$ cat config.mk
export PLATFORM = sky130hd
export DESIGN_NAME = ptmr_top
export DESIGN_NICKNAME = d
export VERILOG_FILES = /design/src/verilog/ptmr_sync.v /design/src/verilog/ptmr_top.v
export VERILOG_INCLUDE_DIRS = /design/src /design/src/verilog
export SDC_FILE = /design/constraint.sdc
export NUM_CORES = 1
export LEC_CHECK = 0
export ABC_AREA = 1
export BUFFER_PORTS_ARGS = -buffer_cell sky130_fd_sc_hd__buf_2
export CAP_MARGIN = 20
export CORE_ASPECT_RATIO = 1.75
export CORE_MARGIN = 5
export CORE_UTILIZATION = 40
export DETAILED_ROUTE_END_ITERATION = 10
export SLEW_MARGIN = 5
export SYNTH_ARGS = -nofsm -noshare
export SYNTH_HDL_FRONTEND = slang
export SYNTH_HIERARCHICAL = 1
export SYNTH_SLANG_ARGS = --single-unit
$ cat constraint.sdc
create_clock -name ref_clk -period 2.4 [get_ports ref_clk]
set_clock_uncertainty 0.2 [all_clocks]
set_input_delay 0.24 -clock ref_clk [delete_from_list [all_inputs] [get_ports ref_clk]]
set_output_delay 0.24 -clock ref_clk [all_outputs]
set_load 0.01 [all_outputs]
$ cat src/verilog/ptmr_map.vh
// Purpose: Register indices, field positions and reset values of the timer
// Assumes: Byte address of a register is four times its index
// Notes: Data is 8 bits wide in the low byte of the APB word
`ifndef PTMR_MAP_VH
`define PTMR_MAP_VH
// ----------------------------------------------------------------
// Register indices
// ----------------------------------------------------------------
`define PTMR_IDX_MODE 8'h50
`define PTMR_IDX_PRE 8'h51
`define PTMR_IDX_TMR 8'h52
`define PTMR_IDX_CSS 8'h53
`define PTMR_IDX_STAT 8'h54
`define PTMR_IDX_MASK 8'h55
`define PTMR_IDX_TIC 8'h56
// ----------------------------------------------------------------
// Mode register fields
// ----------------------------------------------------------------
`define PTMR_MR_RUN 3
`define PTMR_MR_EDG 5
`define PTMR_MR_UND 6
`define PTMR_MR_POL 7
`define PTMR_MODE_TIMER 2'h0
`define PTMR_MODE_PULSE 2'h1
`define PTMR_MODE_EVENT 2'h2
`define PTMR_MODE_PERIOD 2'h3
// ----------------------------------------------------------------
// Count source select and interrupt control fields
// ----------------------------------------------------------------
`define PTMR_CSS_DIV1 2'h0
`define PTMR_CSS_DIV8 2'h1
`define PTMR_CSS_DIV32 2'h2
`define PTMR_CSS_EXT 2'h3
`define PTMR_TIC_REQ 3
// ----------------------------------------------------------------
// Status bits and reset values
// ----------------------------------------------------------------
`define PTMR_ST_TUF 0
`define PTMR_ST_EDG 1
`define PTMR_ST_PUF 2
`define PTMR_PRE_RST 8'hFF
`define PTMR_TMR_RST 8'hFF
`endif

$ cat src/verilog/ptmr_sync.v
// Purpose: Three-stage synchroniser with edge pulses for the pin input
// Assumes: Input comes from outside the ref_clk domain
// Notes: A change counts once the second and third stages agree
`timescale 1ns/1ps
module ptmr_sync
(
    input wire ref_clk,
    input wire sys_rst,
    input wire pin_in,
    output reg level,
    output reg rise,
    output reg fall
);
reg s1;
reg s2;
reg s3;
// ----------------------------------------------------------------
// Synchroniser chain and filtered level
// ----------------------------------------------------------------
// Only s2 reads s1; level moves when s2 and s3 agree
always @(posedge ref_clk or posedge sys_rst)
begin
    if (sys_rst)
    begin
        s1 <= 1'b0;
        s2 <= 1'b0;
        s3 <= 1'b0;
        level <= 1'b0;
        rise <= 1'b0;
        fall <= 1'b0;
    end
    else
    begin
        s1 <= pin_in;
        s2 <= s1;
        s3 <= s2;
        if (s2 == s3)
            level <= s3;
        rise <= (s2 == s3) && s3 && !level;
        fall <= (s2 == s3) && !s3 && level;
    end
end
endmodule // ptmr_sync

$ cat src/verilog/ptmr_top.v
// Purpose: Eight-bit prescaler and timer with modes, APB registers, interrupt
// Assumes: APB slave, byte data in bits 7:0, one clock ref_clk
// Notes: Contract
// Contract
// - Timer stopped after reset; load before start
// - Byte reads separate; counter may advance between
// - Period mode: write 0 clears flags, 1 keeps
// - Flags undefined entering period mode; software clears
// - Prescaler underflow after start may set edge
// - Run reads 0 until next count source edge
// - Stop takes effect at next count source edge
// - Mode change sets request flag; software clears
//
// Local design decision: the APB register port.
`timescale 1ns/1ps
`include "ptmr_map.vh"
module ptmr_top #(parameter AW = 12)
(
    input wire ref_clk,
    input wire sys_rst,
    input wire psel,
    input wire penable,
    input wire pwrite,
    input wire [AW-1:0] paddr,
    input wire [31:0] pwdata,
    input wire [3:0] pstrb,
    output reg [31:0] prdata,
    output reg pready,
    output reg pslverr,
    input wire meas_pin,
    input wire irq_ack,
    output reg pulse_out,
    output reg req_out,
    output reg irq
);
// ----------------------------------------------------------------
// State
// ----------------------------------------------------------------
reg [1:0] op_mode;
reg op_extra;
reg pol;
reg run_req;
reg run_state;
reg edge_f;
reg und_f;
reg [7:0] pre_rld;
reg [7:0] pre_cnt;
reg [7:0] tmr_rld;
reg [7:0] tmr_cnt;
reg [1:0] css;
reg [2:0] stat;
reg [2:0] mask;
reg [2:0] tic_lvl;
reg req_flag;
reg first_pre;
reg [4:0] div_cnt;
reg src_tick;
reg [7:0] rd_mux;
reg rd_ok;
wire pin_level;
wire pin_rise;
wire pin_fall;
// ----------------------------------------------------------------
// Pin synchroniser
// ----------------------------------------------------------------
ptmr_sync u_sync
(
    .ref_clk(ref_clk),
    .sys_rst(sys_rst),
    .pin_in(meas_pin),
    .level(pin_level),
    .rise(pin_rise),
    .fall(pin_fall)
);
// ----------------------------------------------------------------
// Bus decode
// ----------------------------------------------------------------
// Word index of the access; upper bits must be zero to hit
wire [7:0] idx = paddr[9:2];
wire upper_ok = (paddr[AW-1:10] == {(AW-10){1'b0}}) && (paddr[1:0] == 2'h0);
wire acc = psel && penable && pready;
wire wr = acc && pwrite && pstrb[0] && !pslverr;
wire [7:0] wd = pwdata[7:0];
wire wr_mode = wr && (idx == `PTMR_IDX_MODE);
wire wr_pre = wr && (idx == `PTMR_IDX_PRE);
wire wr_tmr = wr && (idx == `PTMR_IDX_TMR);
wire wr_css = wr && (idx == `PTMR_IDX_CSS);
wire wr_stat = wr && (idx == `PTMR_IDX_STAT);
wire wr_mask = wr && (idx == `PTMR_IDX_MASK);
wire wr_tic = wr && (idx == `PTMR_IDX_TIC);
// ----------------------------------------------------------------
// Count source
// ----------------------------------------------------------------
wire period = (op_mode == `PTMR_MODE_PERIOD) && op_extra;
wire act_edge = pol ? pin_fall : pin_rise;
// Selected count source as a one-cycle pulse; event mode counts the pin
always @*
begin
    src_tick = 1'b1;
    if (op_mode == `PTMR_MODE_EVENT)
        src_tick = act_edge;
    else
    begin
        case (css)
            `PTMR_CSS_DIV1: src_tick = 1'b1;
            `PTMR_CSS_DIV8: src_tick = (div_cnt[2:0] == 3'h7);
            `PTMR_CSS_DIV32: src_tick = (div_cnt == 5'h1F);
            `PTMR_CSS_EXT: src_tick = act_edge;
            default: src_tick = 1'b0;
        endcase
    end
end
// Counting uses the requested run bit at each source edge
wire cnt_en = src_tick && run_req;
wire pre_uf = cnt_en && (pre_cnt == 8'h00);
wire tmr_uf = pre_uf && (tmr_cnt == 8'h00);
wire meas_edge = period && run_state && act_edge;
wire edge_set = meas_edge || (period && pre_uf && first_pre);
wire und_set = period && tmr_uf;
wire mode_chg = wr_mode && (wd[2:0] != {op_extra, op_mode});
wire [2:0] ev = {pre_uf, edge_set, tmr_uf};
// ----------------------------------------------------------------
// Free-running divider
// ----------------------------------------------------------------
always @(posedge ref_clk or posedge sys_rst)
begin
    if (sys_rst)
        div_cnt <= 5'h00;
    else
        div_cnt <= div_cnt + 5'h01;
end
// ----------------------------------------------------------------
// Mode register and run control
// ----------------------------------------------------------------
// Run state follows the request only at a count source edge
always @(posedge ref_clk or posedge sys_rst)
begin
    if (sys_rst)
    begin
        op_mode <= `PTMR_MODE_TIMER;
        op_extra <= 1'b0;
        pol <= 1'b0;
        run_req <= 1'b0;
        run_state <= 1'b0;
        first_pre <= 1'b0;
    end
    else
    begin
        if (wr_mode)
        begin
            op_mode <= wd[1:0];
            op_extra <= wd[2];
            pol <= wd[`PTMR_MR_POL];
            run_req <= wd[`PTMR_MR_RUN];
        end
        if (src_tick)
            run_state <= run_req;
        if (src_tick && run_req && !run_state)
            first_pre <= 1'b1;
        else if (pre_uf)
            first_pre <= 1'b0;
    end
end
// ----------------------------------------------------------------
// Edge and underflow flags
// ----------------------------------------------------------------
// Set wins; in period mode a written 0 clears and a 1 keeps
always @(posedge ref_clk or posedge sys_rst)
begin
    if (sys_rst)
    begin
        edge_f <= 1'b0;
        und_f <= 1'b0;
    end
    else
    begin
        if (edge_set)
            edge_f <= 1'b1;
        else if (wr_mode && period && !wd[`PTMR_MR_EDG])
            edge_f <= 1'b0;
        if (und_set)
            und_f <= 1'b1;
        else if (wr_mode && period && !wd[`PTMR_MR_UND])
            und_f <= 1'b0;
    end
end
// ----------------------------------------------------------------
// Prescaler and timer counters
// ----------------------------------------------------------------
// Writes load reload value and counter; a measured edge restarts both
always @(posedge ref_clk or posedge sys_rst)
begin
    if (sys_rst)
    begin
        pre_rld <= `PTMR_PRE_RST;
        pre_cnt <= `PTMR_PRE_RST;
        tmr_rld <= `PTMR_TMR_RST;
        tmr_cnt <= `PTMR_TMR_RST;
        css <= `PTMR_CSS_DIV1;
    end
    else
    begin
        if (wr_css)
            css <= wd[1:0];
        if (wr_pre)
        begin
            pre_rld <= wd;
            pre_cnt <= wd;
        end
        else if (meas_edge || pre_uf)
            pre_cnt <= pre_rld;
        else if (cnt_en)
            pre_cnt <= pre_cnt - 8'h01;
        if (wr_tmr)
        begin
            tmr_rld <= wd;
            tmr_cnt <= wd;
        end
        else if (meas_edge || tmr_uf)
            tmr_cnt <= tmr_rld;
        else if (pre_uf)
            tmr_cnt <= tmr_cnt - 8'h01;
    end
end
// ----------------------------------------------------------------
// Interrupt status, mask and request flag
// ----------------------------------------------------------------
// Sticky status cleared by writing 1; events win over clears
always @(posedge ref_clk or posedge sys_rst)
begin
    if (sys_rst)
    begin
        stat <= 3'h0;
        mask <= 3'h0;
        tic_lvl <= 3'h0;
        req_flag <= 1'b0;
    end
    else
    begin
        stat <= ev | (stat & ~(wr_stat ? wd[2:0] : 3'h0));
        if (wr_mask)
            mask <= wd[2:0];
        if (wr_tic)
            tic_lvl <= wd[2:0];
        if (tmr_uf || edge_set || mode_chg)
            req_flag <= 1'b1;
        else if (irq_ack || (wr_tic && !wd[`PTMR_TIC_REQ]))
            req_flag <= 1'b0;
    end
end
// ----------------------------------------------------------------
// Registered outputs
// ----------------------------------------------------------------
// Pulse output toggles on timer underflow in pulse mode only
always @(posedge ref_clk or posedge sys_rst)
begin
    if (sys_rst)
    begin
        pulse_out <= 1'b0;
        req_out <= 1'b0;
        irq <= 1'b0;
    end
    else
    begin
        if (op_mode != `PTMR_MODE_PULSE)
            pulse_out <= 1'b0;
        else if (tmr_uf)
            pulse_out <= !pulse_out;
        req_out <= req_flag && (tic_lvl != 3'h0);
        irq <= |(stat & mask);
    end
end
// ----------------------------------------------------------------
// Read multiplexer
// ----------------------------------------------------------------
// Each register is read alone; no snapshot of the pair
always @*
begin
    rd_mux = 8'h00;
    rd_ok = upper_ok;
    case (idx)
        `PTMR_IDX_MODE: rd_mux = {pol, und_f, edge_f, 1'b0, run_state, op_extra, op_mode};
        `PTMR_IDX_PRE: rd_mux = pre_cnt;
        `PTMR_IDX_TMR: rd_mux = tmr_cnt;
        `PTMR_IDX_CSS: rd_mux = {6'h00, css};
        `PTMR_IDX_STAT: rd_mux = {5'h00, stat};
        `PTMR_IDX_MASK: rd_mux = {5'h00, mask};
        `PTMR_IDX_TIC: rd_mux = {4'h0, req_flag, tic_lvl};
        default: rd_ok = 1'b0;
    endcase
end
// ----------------------------------------------------------------
// APB answer
// ----------------------------------------------------------------
// Setup cycle prepares data and ready; access completes with no wait
always @(posedge ref_clk or posedge sys_rst)
begin
    if (sys_rst)
    begin
        prdata <= 32'h00000000;
        pready <= 1'b0;
        pslverr <= 1'b0;
    end
    else
    begin
        pready <= psel && !penable;
        if (psel && !penable)
        begin
            pslverr <= !rd_ok;
            prdata <= (rd_ok && !pwrite) ? {24'h000000, rd_mux} : 32'h00000000;
        end
        else
            pslverr <= 1'b0;
    end
end
endmodule // ptmr_top

==> impl_metrics.json <==
{
  "die_x_um": 89.8,
  "critPathMaxStageDelay_ps": 400,
  "outcome": "finished, final reports clean",
  "met2_length_um": 5900,
  "fin_hold_ws_ps": 8.95,
  "yosysMostFrequentCell": "nand2_1",
  "critPathMostFrequentCell": "nand2_1",
  "cap_violations": 0,
  "setup_viol": 0,
  "top_layer": "met4",
  "grt_setup_unrepaired": "false",
  "powerDensity_mw_per_mm2": 632,
  "track_usage": 0.175,
  "syn-cell-area_sq_mm": 0.00446,
  "place_hpwl_um": 8730,
  "clk_path_buf_depth": 2,
  "via_per_inst": 4.94,
  "power.internal_mw": 2.34,
  "cp_slowest_cell": "dfrtp_1",
  "drv_slew": 0,
  "synth-edff-count": 0,
  "final_nets": 687,
  "netlist.area_leader.share": 0.253,
  "arrival_ps": 2290,
  "start_util": 0.404,
  "hold_violations": 0,
  "dr.pass1.iters": 4,
  "synth_seq_cells": 77,
  "clk_pin_slew_ps": 60,
  "core_sq_mm": 0.0110,
  "cts_buffers": 9,
  "yosysSeqAreaShare": 0.441,
  "place.gp.congestion": 0.892,
  "vias": 3768,
  "grt_start_max_net_pins": 72,
  "finalInstanceArea_sq_mm": 0.00511,
  "p_leak_nw": 2.57,
  "p_sw_frac": 0.274,
  "avgSynthCellArea_sq_um": 7.88,
  "rows": 51,
  "drc": 0,
  "p_seq_frac": 0.432,
  "postRouteAntennaNets": 0,
  "ys.flop_type": "dfrtp_1",
  "fin_crit_sh": 0.920,
  "h-tree-depth": 3,
  "insertion_delay_ps": 340,
  "holdBufCountCts": 7,
  "wl_met3_um": 747,
  "p_switching_mw": 0.885,
  "ys_top_cells_by_count": "nand2_1, inv_1, dfrtp_1, nor2_1, o21ai_0",
  "drtIter0Drc": 186,
  "cts_tree": "yes",
  "routed_wl_um": 11300,
  "first_global_vias": 3836,
  "pin_count": 92,
  "layout-drive-gt1-share": 0.217,
  "period_minus_slack_ps": 2210,
  "ctsResizeCount": 0,
  "ys_async_sr_fraction": 1.00,
  "postCtsSetupBuffers": 0,
  "syn_inst": 566,
  "wl_met1_um": 4030,
  "clock-sinks": 77,
  "wire_per_inst_um": 14.9,
  "die_area_sq_mm": 0.0134,
  "yosysTopAreaCell": "dfrtp_1",
  "placed_area_sq_mm": 0.00475,
  "pwr-share-comb": 0.150,
  "fillers": 1112,
  "n_antenna_cell": 0,
  "area_growth_pct": 14.6,
  "antenna_found_initial": 0,
  "die_y_um": 150,
  "startpoint_type": "flop",
  "cp.required_ps": 2480,
  "peakVddDrop_v": 0.000443,
  "path_max_fanout": 9,
  "ys_types": 41,
  "hp-class": "in -> reg",
  "timing.fmax_mhz": 453,
  "crit_chain": "ha_1 > nand2_1 > nor2_1 > ha_1 > inv_1 > nand2_1 > nand3_1 > nand2_2 > nand3_4 > nand2_8 > nor2_4 > nand2_1 > nand2_1 > inv_1 > nand2_1",
  "p_clk_frac": 0.417,
  "grt_overflow_total": 0,
  "finalPower_mw": 3.23,
  "synthTopCellsByArea": "dfrtp_1, dfstp_2, nand2_1",
  "port_buffers": 40,
  "worstSetupPathType": "reg -> reg",
  "yosysWarnings": 6,
  "setup_tns_ps": 0,
  "grt_pass1_wl_um": 18700,
  "worst_setup_path_end_kind": "flop",
  "cts_root_buffer": "clkbuf_16"
}
## kinds of logic (layout without fill, tap and decap cells)
group,count (synthesis),in the layout,share of synthesized area
AOI/OAI and AO/OA,71,71,0.0845
buffers and inverters,109,150,0.120
and+or+nand+nor,286,286,0.304
other,1,24,0.000841
adders and majority gates,7,7,0.0196
xor gates and xnor gates,15,15,0.0295
DFF,77,77,0.441
## flip-flops by register name, indices dropped and copies added, names as in the netlist, 2 cells and up
name	count
stat	3
op_mode	2
pre_cnt	8
tmr_cnt	8
tmr_rld	8
div_cnt	5
tic_lvl	3
pre_rld	8
css	2
prdata	8
mask	3
## critical path, delay by kind of cell, from the launching register on
family	cells	cell delay [ps]
adder cells (fa/ha/maj)	2	390
buffers and inverters	2	90
AND/OR/NAND/NOR	11	1080
flip-flops	1	400
## layer usage
layer | up-vias | GRT usage
li1 | 1846 | -
met4 | 0 | 0.116
met2 | 130 | 0.312
met3 | 39 | 0.0423
met5 | - | 0
met1 | 1753 | 0.179
## cells in the final DEF, fill, tap and decap left out, types with 9 or more instances in the layout
| master | count |
|---|---|
| nand2_1 | 167 |
| inv_1 | 67 |
| nor2_1 | 45 |
| dfrtp_1 | 45 |
| o21ai_0 | 42 |
| buf_2 | 40 |
| dfstp_2 | 32 |
| nand3_1 | 28 |
| conb_1 | 24 |
| a21oi_1 | 16 |
| xor2_1 | 12 |
| inv_2 | 10 |
| nand4_1 | 10 |
| nor2_4 | 9 |
| clkbuf_16 | 9 |
## layout make-up
type	instances	area (sq um)	share of cell area
multi-input cells	403	2040	0.400
clock buffers	11	233	0.0455
inverters	79	299	0.0585
repair buffers	55	343	0.0671
clock inverters	5	61.3	0.0120
well taps	132	165	0.0323
flip-flops and latches	77	1970	0.385
## metrics by stage
stage,worst slack (ps),cells,utilization
after floorplan,216,589,-
after global placement,235,739,0.430
after detailed placement,171,739,0.430
after CTS,156,762,0.463
after global routing,10.4,762,0.463
final,191,762,0.463
## path summary, 6_finish.rpt
kind,from,endpoint,slack (ps),depth (start not counted)
max in group asynchronous,sys_rst,pre_rld[3],1300,4
min reg2reg,u_sync/s1,u_sync/s2,150,0
max reg2reg,div_cnt[0],tmr_cnt[1],190,15
min,irq_ack,req_flag,9,4
max,div_cnt[0],tmr_cnt[1],190,15
min in group asynchronous,sys_rst,u_sync/s2,160,3
## power by group through the flow
stage          logic [mW]  registers [mW]  clock network (mW)
2_1_floorplan       0.386            1.40                   0
6_report            0.485            1.40                1.35
3_5_place_dp        0.477            1.42                   0
5_1_grt             0.551            1.40                1.43
4_1_cts             0.490            1.40                1.38
3_3_place_gp        0.470            1.42                   0
(Power assumes the default switching activity.)
